File: src/hdl/thp_pkg.sv
package thp_pkg;

  // Queue geometry
  localparam int QUEUE_DEPTH   = 256;
  localparam int PTR_W         = 8;
  localparam int LVL_W         = 9;
  localparam int WORD_W        = 12;
  localparam int FULL_MARGIN   = 8;
  localparam logic [LVL_W-1:0] FULL_LEVEL = 9'h0F7; // Depth less margin, less pin latency

  // Idle fill character K28.5
  localparam logic [WORD_W-1:0] IDLE_WORD = 12'h0BC;

  // Register byte offsets
  localparam logic [7:0] OFS_CONFIG     = 8'h00;
  localparam logic [7:0] OFS_STATUS     = 8'h04;
  localparam logic [7:0] OFS_INT_STATUS = 8'h08;
  localparam logic [7:0] OFS_INT_MASK   = 8'h0C;

  // CONFIG fields
  localparam int CFG_CASCADE_TIMING = 0;
  localparam int CFG_QUEUE_BYPASS_N = 1;
  localparam int CFG_ENC_BYPASS_N   = 2;
  localparam logic [2:0] CFG_RESET  = 3'h6;

  // STATUS fields
  localparam int STS_LEVEL_LSB = 0;
  localparam int STS_FULL      = 9;
  localparam int STS_HALTED    = 10;

  // Interrupt bits
  localparam int INT_FULL_RISE = 0;
  localparam int INT_OVERFLOW  = 1;
  localparam int INT_CELL_STOP = 2;
  localparam int INT_W         = 3;
  localparam logic [INT_W-1:0] INT_MASK_RESET = 3'h0;

  // AXI responses
  localparam logic [1:0] RESP_OKAY   = 2'h0;
  localparam logic [1:0] RESP_SLVERR = 2'h2;

  // Character kind
  typedef enum logic [1:0] {KIND_DATA, KIND_SPECIAL, KIND_VIOLATION, KIND_RAW} thp_kind_t;

  // Queue entry
  typedef struct packed {
    logic              soc;
    thp_kind_t         kind;
    logic [WORD_W-1:0] word;
  } thp_entry_t;

  // Pacing state
  typedef enum logic {ST_RUN, ST_HALTED} thp_state_t;

endpackage : thp_pkg

File: src/hdl/thp_queue_if.sv
`timescale 1ns/100ps
interface thp_queue_if;
  import thp_pkg::*;
  logic                   push;
  thp_entry_t             push_entry;
  logic                   pop;
  thp_entry_t             head;
  logic                   not_empty;
  logic [LVL_W-1:0]       level;
  modport owner (output push, push_entry, pop, input head, not_empty, level);
  modport store (input push, push_entry, pop, output head, not_empty, level);
endinterface : thp_queue_if

File: src/hdl/thp_tx_queue.sv
`timescale 1ns/100ps
module thp_tx_queue (
  // Clock and reset
  input wire logic    clk,
  input wire logic    rst,
  // Queue access
  thp_queue_if.store  q
);
  import thp_pkg::*;

  thp_entry_t       mem [QUEUE_DEPTH];
  logic [PTR_W-1:0] wr_ptr;
  logic [PTR_W-1:0] rd_ptr;
  logic [LVL_W-1:0] level;
  logic             do_push;
  logic             do_pop;

  // Qualify against occupancy
  assign do_push = q.push && (level != LVL_W'(QUEUE_DEPTH));
  assign do_pop  = q.pop && (level != '0);

  // Storage array
  always_ff @(posedge clk) begin
    if (do_push) begin
      mem[wr_ptr] <= q.push_entry;
    end
  end

  // Pointers
  always_ff @(posedge clk) begin
    if (rst) begin
      wr_ptr <= '0;
      rd_ptr <= '0;
    end else begin
      if (do_push) begin
        wr_ptr <= wr_ptr + PTR_W'(1);
      end
      if (do_pop) begin
        rd_ptr <= rd_ptr + PTR_W'(1);
      end
    end
  end

  // Occupancy
  always_ff @(posedge clk) begin
    if (rst) begin
      level <= '0;
    end else if (do_push && !do_pop) begin
      level <= level + LVL_W'(1);
    end else if (do_pop && !do_push) begin
      level <= level - LVL_W'(1);
    end
  end

  assign q.head      = mem[rd_ptr];
  assign q.not_empty = (level != '0);
  assign q.level     = level;

endmodule : thp_tx_queue

File: src/hdl/thp_tx_host_write_port.sv
`timescale 1ns/100ps
// Contract
// - Decode select, violation into character type, cell-start kept as its own mark
// - Encoder bypassed: ignore special-or-data select
// - Write taken only while qualifier active, polarity per timing
// - Stop released: queued characters flow without pause once running; a slot in the cycle a halt ends still sends idle
// - Stop asserted: send until cell-start, then halt
// - Brief stop release sends exactly one cell
// - Stopped or empty: send K28.5 idle fill
// - Queue bypassed: stop input ignored
// - Queue inputs sampled on rising clock edges
// - Full flag polarity per timing, registered
// - Host marks first character of each packet
// - Eight more writes accepted after full asserts
module thp_tx_host_write_port (
  // Clock and reset
  input  wire logic                       SYS_CLK,
  input  wire logic                       RST,
  // AXI4-Lite write channels
  input  wire logic [7:0]                 S_AXI_AWADDR,
  input  wire logic                       S_AXI_AWVALID,
  output      logic                       S_AXI_AWREADY,
  input  wire logic [31:0]                S_AXI_WDATA,
  input  wire logic [3:0]                 S_AXI_WSTRB,
  input  wire logic                       S_AXI_WVALID,
  output      logic                       S_AXI_WREADY,
  output      logic [1:0]                 S_AXI_BRESP,
  output      logic                       S_AXI_BVALID,
  input  wire logic                       S_AXI_BREADY,
  // AXI4-Lite read channels
  input  wire logic [7:0]                 S_AXI_ARADDR,
  input  wire logic                       S_AXI_ARVALID,
  output      logic                       S_AXI_ARREADY,
  output      logic [31:0]                S_AXI_RDATA,
  output      logic [1:0]                 S_AXI_RRESP,
  output      logic                       S_AXI_RVALID,
  input  wire logic                       S_AXI_RREADY,
  // Host write port
  input  wire logic [thp_pkg::WORD_W-1:0] TX_PARALLEL_WORD,
  input  wire logic                       TX_WRITE_QUALIFIER,
  input  wire logic                       TX_SPECIAL_OR_DATA_SELECT,
  input  wire logic                       TX_VIOLATION_SYMBOL_REQUEST,
  input  wire logic                       TX_CELL_START_MARK,
  input  wire logic                       TX_HOLD_AT_CELL_BOUNDARY_N,
  output      logic                       TX_QUEUE_FULL_FLAG,
  // Transmitter side
  input  wire logic                       TX_CHAR_REQUEST,
  output      logic [thp_pkg::WORD_W-1:0] TX_CHAR_WORD,
  output      thp_pkg::thp_kind_t         TX_CHAR_KIND,
  output      logic                       TX_CHAR_SOC,
  output      logic                       TX_CHAR_STROBE,
  // Interrupt
  output      logic                       IRQ
);
  import thp_pkg::*;

  thp_queue_if q ();

  // Configuration and interrupt registers
  logic                   cascade_timing;
  logic                   queue_bypass_n;
  logic                   encoder_bypass_n;
  logic [INT_W-1:0]       int_status;
  logic [INT_W-1:0]       int_mask;
  logic [INT_W-1:0]       int_event;
  logic [INT_W-1:0]       int_clear;

  // AXI bookkeeping
  logic                   aw_held;
  logic [7:0]             aw_addr;
  logic                   w_held;
  logic [31:0]            w_data;
  logic [3:0]             w_strb;
  logic                   wr_fire;
  logic                   wr_hit;
  logic [31:0]            rd_value;
  logic                   rd_hit;

  // Core state
  thp_state_t             state;
  thp_state_t             next_state;
  logic                   sent_any;
  logic                   wr_active;
  logic                   accept;
  logic                   overflow;
  logic                   full_int;
  logic                   full_prev;
  logic                   pop;
  logic                   at_boundary;
  thp_kind_t              next_kind;

  thp_tx_queue u_queue (
    .clk (SYS_CLK),
    .rst (RST),
    .q   (q.store)
  );

  // Write address channel
  assign S_AXI_AWREADY = !aw_held && !S_AXI_BVALID;
  assign S_AXI_WREADY  = !w_held && !S_AXI_BVALID;
  assign wr_fire       = aw_held && w_held && !S_AXI_BVALID;

  always_ff @(posedge SYS_CLK) begin
    if (RST) begin
      aw_held <= 1'b0;
      aw_addr <= 8'h00;
    end else if (S_AXI_AWVALID && S_AXI_AWREADY) begin
      aw_held <= 1'b1;
      aw_addr <= S_AXI_AWADDR;
    end else if (wr_fire) begin
      aw_held <= 1'b0;
    end
  end

  // Write data channel
  always_ff @(posedge SYS_CLK) begin
    if (RST) begin
      w_held <= 1'b0;
      w_data <= 32'h0000_0000;
      w_strb <= 4'h0;
    end else if (S_AXI_WVALID && S_AXI_WREADY) begin
      w_held <= 1'b1;
      w_data <= S_AXI_WDATA;
      w_strb <= S_AXI_WSTRB;
    end else if (wr_fire) begin
      w_held <= 1'b0;
    end
  end

  // Write address decode
  assign wr_hit = (aw_addr == OFS_CONFIG) || (aw_addr == OFS_STATUS) ||
                  (aw_addr == OFS_INT_STATUS) || (aw_addr == OFS_INT_MASK);

  // Write response
  always_ff @(posedge SYS_CLK) begin
    if (RST) begin
      S_AXI_BVALID <= 1'b0;
      S_AXI_BRESP  <= RESP_OKAY;
    end else if (wr_fire) begin
      S_AXI_BVALID <= 1'b1;
      S_AXI_BRESP  <= wr_hit ? RESP_OKAY : RESP_SLVERR;
    end else if (S_AXI_BREADY) begin
      S_AXI_BVALID <= 1'b0;
    end
  end

  // Configuration register, low byte only
  always_ff @(posedge SYS_CLK) begin
    if (RST) begin
      {encoder_bypass_n, queue_bypass_n, cascade_timing} <= CFG_RESET;
    end else if (wr_fire && aw_addr == OFS_CONFIG && w_strb[0]) begin
      cascade_timing   <= w_data[CFG_CASCADE_TIMING];
      queue_bypass_n   <= w_data[CFG_QUEUE_BYPASS_N];
      encoder_bypass_n <= w_data[CFG_ENC_BYPASS_N];
    end
  end

  // Interrupt mask register
  always_ff @(posedge SYS_CLK) begin
    if (RST) begin
      int_mask <= INT_MASK_RESET;
    end else if (wr_fire && aw_addr == OFS_INT_MASK && w_strb[0]) begin
      int_mask <= w_data[INT_W-1:0];
    end
  end

  // Sticky status, set beats write-one-to-clear
  assign int_clear = (wr_fire && aw_addr == OFS_INT_STATUS && w_strb[0]) ?
                     w_data[INT_W-1:0] : '0;
  assign int_event = {(state == ST_RUN && next_state == ST_HALTED), overflow,
                      (full_int && !full_prev)};

  always_ff @(posedge SYS_CLK) begin
    if (RST) begin
      int_status <= '0;
    end else begin
      int_status <= (int_status & ~int_clear) | int_event;
    end
  end

  // Level interrupt output
  always_ff @(posedge SYS_CLK) begin
    if (RST) begin
      IRQ <= 1'b0;
    end else begin
      IRQ <= |(((int_status & ~int_clear) | int_event) & int_mask);
    end
  end

  // Read decode
  always_comb begin
    rd_value = 32'h0000_0000;
    rd_hit   = 1'b1;
    unique case (S_AXI_ARADDR)
      OFS_CONFIG: rd_value[2:0] = {encoder_bypass_n, queue_bypass_n, cascade_timing};
      OFS_STATUS: begin
        rd_value[STS_LEVEL_LSB +: LVL_W] = q.level;
        rd_value[STS_FULL]               = full_int;
        rd_value[STS_HALTED]             = (state == ST_HALTED);
      end
      OFS_INT_STATUS: rd_value[INT_W-1:0] = int_status;
      OFS_INT_MASK:   rd_value[INT_W-1:0] = int_mask;
      default:        rd_hit = 1'b0;
    endcase
  end

  // Read channel
  assign S_AXI_ARREADY = !S_AXI_RVALID;

  always_ff @(posedge SYS_CLK) begin
    if (RST) begin
      S_AXI_RVALID <= 1'b0;
      S_AXI_RDATA  <= 32'h0000_0000;
      S_AXI_RRESP  <= RESP_OKAY;
    end else if (S_AXI_ARVALID && S_AXI_ARREADY) begin
      S_AXI_RVALID <= 1'b1;
      S_AXI_RDATA  <= rd_value;
      S_AXI_RRESP  <= rd_hit ? RESP_OKAY : RESP_SLVERR;
    end else if (S_AXI_RREADY) begin
      S_AXI_RVALID <= 1'b0;
    end
  end

  // Write qualifier polarity by timing mode
  assign wr_active = cascade_timing ? TX_WRITE_QUALIFIER : !TX_WRITE_QUALIFIER;
  assign accept    = wr_active && (q.level != LVL_W'(QUEUE_DEPTH));
  assign overflow  = wr_active && !accept;

  // Character type decode, violation over special over data
  assign next_kind = !encoder_bypass_n          ? KIND_RAW :
                     TX_VIOLATION_SYMBOL_REQUEST ? KIND_VIOLATION :
                     TX_SPECIAL_OR_DATA_SELECT   ? KIND_SPECIAL :
                                                   KIND_DATA;

  // Push into queue on the sampling edge
  assign q.push       = accept;
  assign q.push_entry = {TX_CELL_START_MARK, next_kind, TX_PARALLEL_WORD};

  // Threshold one below margin, as the pin lags the level by a cycle
  assign full_int = queue_bypass_n ? (q.level >= FULL_LEVEL) : q.not_empty;

  // Full flag pin, polarity by timing mode, and its rise detector
  always_ff @(posedge SYS_CLK) begin
    if (RST) begin
      full_prev          <= 1'b0;
      TX_QUEUE_FULL_FLAG <= 1'b1;
    end else begin
      full_prev          <= full_int;
      TX_QUEUE_FULL_FLAG <= cascade_timing ? full_int : !full_int;
    end
  end

  // Boundary seen at head, except after a halt until one character has been sent
  assign at_boundary = q.not_empty && q.head.soc && sent_any;

  // Pacing state transitions
  always_comb begin
    next_state = state;
    unique case (state)
      ST_RUN: begin
        if (queue_bypass_n && !TX_HOLD_AT_CELL_BOUNDARY_N && at_boundary) begin
          next_state = ST_HALTED;
        end
      end
      ST_HALTED: begin
        if (TX_HOLD_AT_CELL_BOUNDARY_N || !queue_bypass_n) begin
          next_state = ST_RUN;
        end
      end
    endcase
  end

  always_ff @(posedge SYS_CLK) begin
    if (RST) begin
      state <= ST_RUN;
    end else begin
      state <= next_state;
    end
  end

  // Pop a queued character on each character slot while running and not about to halt
  assign pop   = TX_CHAR_REQUEST && q.not_empty && state == ST_RUN && next_state == ST_RUN;
  assign q.pop = pop;

  // Marks that a halt cannot fire on the cell just released
  always_ff @(posedge SYS_CLK) begin
    if (RST) begin
      sent_any <= 1'b1;
    end else if (state == ST_HALTED) begin
      sent_any <= 1'b0;
    end else if (pop) begin
      sent_any <= 1'b1;
    end
  end

  // Character output, idle fill when nothing to send
  always_ff @(posedge SYS_CLK) begin
    if (RST) begin
      TX_CHAR_WORD   <= IDLE_WORD;
      TX_CHAR_KIND   <= KIND_SPECIAL;
      TX_CHAR_SOC    <= 1'b0;
      TX_CHAR_STROBE <= 1'b0;
    end else begin
      TX_CHAR_STROBE <= TX_CHAR_REQUEST;
      if (pop) begin
        TX_CHAR_WORD <= q.head.word;
        TX_CHAR_KIND <= q.head.kind;
        TX_CHAR_SOC  <= q.head.soc;
      end else if (TX_CHAR_REQUEST) begin
        TX_CHAR_WORD <= IDLE_WORD;
        TX_CHAR_KIND <= KIND_SPECIAL;
        TX_CHAR_SOC  <= 1'b0;
      end
    end
  end
endmodule : thp_tx_host_write_port

File: config.mk
export PLATFORM = sky130hd
export DESIGN_NAME = thp_tx_host_write_port
export DESIGN_NICKNAME = d
export VERILOG_FILES = /design/src/hdl/thp_pkg.sv /design/src/hdl/thp_queue_if.sv /design/src/hdl/thp_tx_queue.sv /design/src/hdl/thp_tx_host_write_port.sv
export SDC_FILE = /design/constraint.sdc
export NUM_CORES = 2
export LEC_CHECK = 0
export BUFFER_PORTS_ARGS = -buffer_cell sky130_fd_sc_hd__buf_2
export CAP_MARGIN = 20
export CORE_ASPECT_RATIO = 1.75
export CORE_MARGIN = 5
export CORE_UTILIZATION = 60
export CTS_BUF_LIST = sky130_fd_sc_hd__clkbuf_4 sky130_fd_sc_hd__clkbuf_8
export DETAILED_ROUTE_END_ITERATION = 10
export PLACE_DENSITY = 0.76
export SLEW_MARGIN = 20
export SYNTH_ARGS = -nofsm -noshare
export SYNTH_HDL_FRONTEND = slang
export SYNTH_SLANG_ARGS = --single-unit
export TNS_END_PERCENT = 50
File: constraint.sdc
create_clock -name SYS_CLK -period 30.5 [get_ports SYS_CLK]
set_input_delay 1.525 -clock SYS_CLK [delete_from_list [all_inputs] [get_ports SYS_CLK]]
set_output_delay 1.525 -clock SYS_CLK [all_outputs]
set_load 0.05 [all_outputs]
After elaboration in Yosys (flattened, before gate mapping) --
Memory sizes are Yosys's and may differ from the RTL's. A register that Yosys moved wholly into a read port is not among the register bits. Cells that the tools add are included.
Operators by class: add/subtract/negate cells 4, $lt $le $gt $ge 1, equality and inequality tests 7, multiplexer cells 36, bitwise logic cells 6, reduce and logical (&&, ||, !) cells 56
Operators by type and width (count):
- $eq A8 B4 Y1 const B | 4
- $logic_and A1 B1 Y1 | 28
- $mux W12 | 2
- $mux W8 | 3
- $mux W1 | 20
- $mux W9 | 2
- $add A8 B1 Y8 const B | 2
- $eq A8 B3 Y1 const B | 2
- $logic_not A8 Y1 | 2
- $reduce_bool A2 Y1 | 7
- $logic_not A1 Y1 | 12
- $mux W2 | 6
- $pmux W3 S4 | 1
- $add A9 B1 Y9 const B | 1
- $ge A9 B8 Y1 const B | 1
- $ne A9 B9 Y1 const B | 1
- $reduce_bool A9 Y1 | 1
- $sub A9 B1 Y9 const B | 1
- $and A3 B3 Y3 | 2
- $logic_or A1 B1 Y1 | 4
- $reduce_or A4 Y1 | 1
- $mux W3 | 1
- $not A3 Y3 | 1
- $or A3 B3 Y3 | 1
- other kinds (3) | 4
Word-level totals: register bits 86, RAM bits 3840, output and inout port bits 59, memories 1
Memories:
- u_queue.mem | depth 256, bits a word 15, rd ports 1, clocked after memory_dff 1, wr ports 1, RTL line thp_tx_queue.sv:11 | thp_entry_t mem [QUEUE_DEPTH];

Depth between registers and ports, before layout --
word-level depth 12, depth in mapped cells 25, mapped depth without buffers 19

Cells and area by module --
From an unflattened synthesis, not the netlist that was laid out.
Second synthesis, totals: cell total of the unflattened synthesis 6861, area, all modules 150395.5 um2
Modules (own cells, without submodules):
- thp_tx_queue | times used 1, cells an instance 6563, area each 147746.7 um2
- thp_tx_host_write_port | times used 1, cells an instance 298, area each 2648.8 um2

Least setup slack after synthesis --
OpenSTA, ideal clock, no wires.
path kind input to register, start point input port TX_SPECIAL_OR_DATA_SELECT, end point memory u_queue.mem[0][12] (netlist name) (data pin), arrival time 11.453 ns, data required time 28.313 ns, setup slack 16.859 ns, cell stages on the path 2, path through inv_1 > o21ai_0
Between the ends: word-level cells in the longest chain between the ends 3
Ends and longest elaborated chain:
- start, declared | RTL line thp_tx_host_write_port.sv:41 | input wire logic TX_SPECIAL_OR_DATA_SELECT,
- $mux W1 | RTL line thp_tx_host_write_port.sv:232 | TX_SPECIAL_OR_DATA_SELECT ? KIND_SPECIAL :
- $mux W2 | RTL line thp_tx_host_write_port.sv:231 | TX_VIOLATION_SYMBOL_REQUEST ? KIND_VIOLATION :
- $mux W2 | RTL line thp_tx_host_write_port.sv:230 | assign next_kind = !encoder_bypass_n ? KIND_RAW :
- via next_kind[0] | RTL line thp_tx_host_write_port.sv:90 | thp_kind_t next_kind;
- end, declared | RTL line thp_tx_queue.sv:11
The timed path passes the listed nets, and every way through them passes these cells.

==> metrics.txt <==
# TYPE chip_impl_metric gauge
chip_impl_metric{name="post_cts.resized_instances",unit=""} 0
chip_impl_metric{name="report.final.hold_viol_count",unit=""} 0
chip_impl_metric{name="totalPowerFinal",unit="uW"} 11800
chip_impl_metric{name="yosysSeqAreaShare",unit="%"} 77.7
chip_impl_metric{name="cts.sinks",unit=""} 3932
chip_impl_metric{name="share_of_the_synthesized_area_in_the_top_cell_type",unit="%"} 76.5
chip_impl_metric{name="cts_hold_buf",unit=""} 0
chip_impl_info{name="min_path_type",value="reg2reg"} 1
chip_impl_metric{name="pd_cells",unit="nW/um^2"} 70.8
chip_impl_metric{name="grt-ovfl-total",unit=""} 0
chip_impl_metric{name="netlist_area",unit="sq um"} 151000
chip_impl_metric{name="routed-via-count",unit=""} 71018
chip_impl_metric{name="grt_start_max_net_pins",unit=""} 257
chip_impl_metric{name="static-leakage-power",unit="uW"} 0.0509
chip_impl_metric{name="layout_worst_path_cycle_share",unit="%"} 25.6
chip_impl_metric{name="wl_per_cell",unit="microns"} 32.8
chip_impl_metric{name="detail_route.wirelength",unit="microns"} 353000
chip_impl_metric{name="dieArea",unit="sq um"} 262000
chip_impl_info{name="ys_top_cells_by_area",value="edfxtp_1 (77%), mux4_2 (17%), dfxtp_1 (1.2%), nor2_1 (0.83%), a22oi_1 (0.69%)"} 1
chip_impl_metric{name="critical_path_peak_fanout",unit=""} 46
chip_impl_metric{name="ir_worst_vdd",unit="mV"} 0.0522
chip_impl_metric{name="worstPathRequired",unit="ns"} 31.39
chip_impl_metric{name="grt_pass1_wl",unit="microns"} 509000
chip_impl_metric{name="gp_congestion",unit=""} 0.874
chip_impl_metric{name="post_synth_inst_count",unit=""} 6412
chip_impl_metric{name="fillCellCount",unit=""} 14866
chip_impl_metric{name="top_achievable_clock_speed",unit="MHz"} 128
chip_impl_metric{name="async_reset_ff_share",unit="%"} 0
chip_impl_info{name="min_from",value="S_AXI_RDATA[9]$_SDFFE_PP0P_"} 1
chip_impl_metric{name="clockBufferDepth",unit=""} 4
chip_impl_metric{name="yosys_warnings",unit=""} 0
chip_impl_info{name="cts.root.buffer_cell",value="clkbuf_8"} 1
chip_impl_metric{name="grt_util_all_layers",unit="%"} 27.0
chip_impl_metric{name="placement_rows",unit=""} 243
chip_impl_metric{name="count_of_endpoints_failing_setup_in_the_final_report",unit=""} 0
chip_impl_info{name="hold-path-endpoint",value="S_AXI_RDATA[9]$_SDFFE_PP0P_"} 1
chip_impl_metric{name="setup_total_negative_slack",unit="ns"} 0
chip_impl_info{name="status",value="complete, no violations"} 1
chip_impl_info{name="setup_repair_after_global_routing_missed_its_margin",value="false"} 1
chip_impl_metric{name="core_area",unit="sq um"} 250000
chip_impl_info{name="tritoncts",value="yes"} 1
chip_impl_metric{name="maxCapViolCount",unit=""} 0
chip_impl_info{name="slowest_stage",value="dfxtp_4"} 1
chip_impl_metric{name="initialDrtViolationCount",unit=""} 8201
chip_impl_info{name="synth_flop_cell",value="edfxtp_1"} 1
chip_impl_metric{name="drc",unit=""} 0
chip_impl_metric{name="ioPinCount",unit=""} 136
chip_impl_metric{name="area_growth",unit="%"} 10.7
chip_impl_metric{name="cpPeakStageDelay",unit="ns"} 0.96
chip_impl_metric{name="slew_at_the_pin_closest_to_its_max_slew_limit",unit="ns"} 1.21
chip_impl_metric{name="synthDistinctLibCells",unit=""} 54
chip_impl_metric{name="first_global_vias",unit=""} 73911
chip_impl_metric{name="clkSlewWorstSetupHoldPaths",unit="ns"} 0.07
chip_impl_metric{name="finalNetCount",unit=""} 7100
chip_impl_info{name="synth_largest_area_cell",value="edfxtp_1"} 1
chip_impl_metric{name="buffer_ports.inserted",unit=""} 80
chip_impl_metric{name="clock_latency",unit="ns"} 1.01
chip_impl_metric{name="chipWidth",unit="microns"} 389
chip_impl_metric{name="timing.critical_path.arrival",unit="ns"} 8.70
chip_impl_metric{name="post-dp-hpwl",unit="microns"} 209000
chip_impl_info{name="rr_endpoint",value="u_queue.q.level[8]$_SDFFE_PP0P_"} 1
chip_impl_metric{name="regToRegSetupSlack",unit="ns"} 22.69
chip_impl_metric{name="postCtsSetupRepairBufs",unit=""} 0
chip_impl_metric{name="floorplan.initialDensity",unit="%"} 60.2
chip_impl_info{name="top_family_by_delay_on_critical_path",value="buffers and inverters"} 1
chip_impl_metric{name="cts_inserted_buffers",unit=""} 535
chip_impl_metric{name="final.setup_skew",unit="ns"} 0.0589
chip_impl_metric{name="synth-edff-count",unit=""} 3840
chip_impl_metric{name="drive_above_1_share",unit="%"} 33.1
chip_impl_metric{name="avgSynthCellArea",unit="sq um"} 23.5
chip_impl_metric{name="ant_nets",unit=""} 0
chip_impl_metric{name="setup_slack_placement",unit="ns"} 22.67
chip_impl_metric{name="worst_hold_path.num_cells",unit=""} 2
chip_impl_info{name="timing.critical_path.to_type",value="register"} 1
chip_impl_metric{name="worst_hold_slack",unit="ns"} 0.461
chip_impl_info{name="worst-setup-path-type",value="reg2reg"} 1
chip_impl_metric{name="timing_max_transition_violations_final",unit=""} 0
chip_impl_info{name="worst_setup_path_start_kind",value="register"} 1
chip_impl_metric{name="layout_min_cycle_time",unit="ns"} 7.81
chip_impl_info{name="critical_path.cell_chain",value="buf_4 > buf_4 > mux4_2 > mux2i_1 > a22oi_1 > nand4b_1 > a22o_1 > nor4_2 > buf_4 > nor2_1 > inv_1 > ha_1 > inv_1 > ha_1 > a21o_1 > a21oi_1 > o21bai_1 > a21oi_1 > o21bai_1 > a21oi_1 > mux2i_1 > mux2_2"} 1
chip_impl_metric{name="antenna_violations_before_repair",unit=""} 12
chip_impl_metric{name="synth_seq_cells",unit=""} 3932
chip_impl_metric{name="height_of_the_die",unit="microns"} 673
chip_impl_metric{name="drt_pass1_iterations",unit=""} 6
chip_impl_metric{name="postLayoutSetupSlackWorst",unit="ns"} 22.69
chip_impl_metric{name="max-slew-margin-rel",unit="%"} 19.0
chip_impl_metric{name="drt-vias-per-instance",unit=""} 6.62
chip_impl_metric{name="path_buf_inv",unit=""} 5
chip_impl_metric{name="r2r_cells",unit=""} 22
chip_impl_metric{name="htree_levels",unit=""} 6
==> cell usage in the layout, fill, tap and decap left out, types with 14 or more instances in the layout <==
cell type      n
clkbuf_4     145
mux2i_1       53
inv_1         16
dfxtp_1       88
conb_1        23
buf_4        317
or4_1         15
nor2_1       318
nand3_1       25
clkinv_2      59
nor2b_1       21
clkinv_1     128
buf_2         67
clkbuf_8     577
inv_6         16
nand2_1       58
clkinvlp_4    14
edfxtp_1    3840
a22oi_1      138
a21oi_1      103
mux4_2      1171
==> kinds of logic after synthesis <==
kind of cell	Yosys count	synth area share (%)
flip-flops	3932	77.7
multiplexers	1232	17.9
AND/OR/NAND/NOR	531	1.55
buffers and inverters	398	1.32
AO/OA/AOI/OAI	290	1.28
adder cells (fa/ha/maj)	14	0.121
XOR/XNOR	14	0.0814
other	1	0.00249
==> worst register-to-register path, stage by stage (launching register included) <==
cell	delay [ns]
dfxtp_4	0.96
buf_4	0.78
buf_4	0.80
mux4_2	0.61
mux2i_1	0.56
a22oi_1	0.20
nand4b_1	0.22
a22o_1	0.20
nor4_2	0.05
buf_4	0.19
nor2_1	0.57
inv_1	0.11
ha_1	0.24
inv_1	0.26
ha_1	0.34
a21o_1	0.19
a21oi_1	0.23
o21bai_1	0.09
a21oi_1	0.23
o21bai_1	0.10
a21oi_1	0.19
mux2i_1	0.23
mux2_2	0.34
==> power by group <==
group / switching, uW / internal, uW / leakage (uW) / total, uW
clock network: 1890 / 2010 / 0.00545 / 3910
registers: 42.5 / 5950 / 0.0353 / 5990
logic: 978 / 931 / 0.0101 / 1910
total: 2910 / 8890 / 0.0509 / 11800
==> Yosys cell counts, drive strengths merged (4+ instances only) <==
library cell     n
nand3           34
dfxtp           92
nand2b          11
nand4           11
a31oi            6
and2             9
buf            237
a31o             5
clkbuf         145
mux2i           53
a22o            10
o31ai            4
mux2             8
xnor2            7
nor4             9
nor3             8
nor2b           22
a22oi          138
o21ai            4
or4             15
xor2             7
nor2           332
edfxtp        3840
ha              13
mux4          1171
o21bai           4
inv             16
and3             5
nand2           58
a21oi          104
==> metrics by stage <==
step / cells / instance area [sq um] / util [%]
5_1_grt: 10729 / 167000 / 66.7
3_5_place_dp: 9775 / 156000 / 62.5
3_3_place_gp: 9774 / 156000 / 62.5
6_report: 10732 / 167000 / 66.7
2_1_floorplan: 6434 / 151000 / -
4_1_cts: 10720 / 167000 / 66.6
==> worst max-delay path by stage <==
stage / from / depth (start not counted) / slack [ns] / end
after floorplan: TX_SPECIAL_OR_DATA_SELECT / 2 / 16.86 / u_queue.mem[0][12]$_DFFE_PP_
after global placement: register / 22 / 22.72 / u_queue.q.level[8]$_SDFFE_PP0P_
after detailed placement: register / 22 / 22.67 / u_queue.q.level[8]$_SDFFE_PP0P_
after CTS: register / 22 / 22.67 / u_queue.q.level[8]$_SDFFE_PP0P_
after global routing: register / 22 / 22.21 / u_queue.q.level[8]$_SDFFE_PP0P_
final: register / 22 / 22.69 / u_queue.q.level[8]$_SDFFE_PP0P_
==> layer usage <==
metal / part of all wire (%) / vias to the layer above / wire length [microns] / track usage (%)
li1: - / 28599 / - / -
met4: 7.1 / 6 / 24900 / 16.3
met3: 8.0 / 930 / 28200 / 4.36
met5: 0.0088 / - / 31 / 0
met2: 52 / 4066 / 184000 / 46.3
met1: 33 / 37417 / 115000 / 32.6
==> final cells by class <==
cell class	instances	area [sq um]	area share (%)
flip-flops and latches	3932	117000	70.2
multi-input cells	2104	31800	19.1
clock buffers	710	8860	5.31
well taps	3307	4140	2.48
repair buffers	420	3330	2.00
clock inverters	235	1470	0.883
inverters	16	60.1	0.0360
diodes	8	20.0	0.0120
==> state kept, by name, summed over array words and instances, names as in the netlist, 3 cells and up, named ones only <==
| name | flops |
|---|---|
| TX_CHAR_WORD | 12 |
| u_queue.q.level | 9 |
| int_status | 3 |
| w_data | 3 |
| u_queue.mem | 3840 |
| aw_addr | 8 |
| u_queue.rd_ptr | 8 |
| int_mask | 3 |
| u_queue.wr_ptr | 8 |
| S_AXI_RDATA | 11 |
Power figures use the tool's default switching activity.
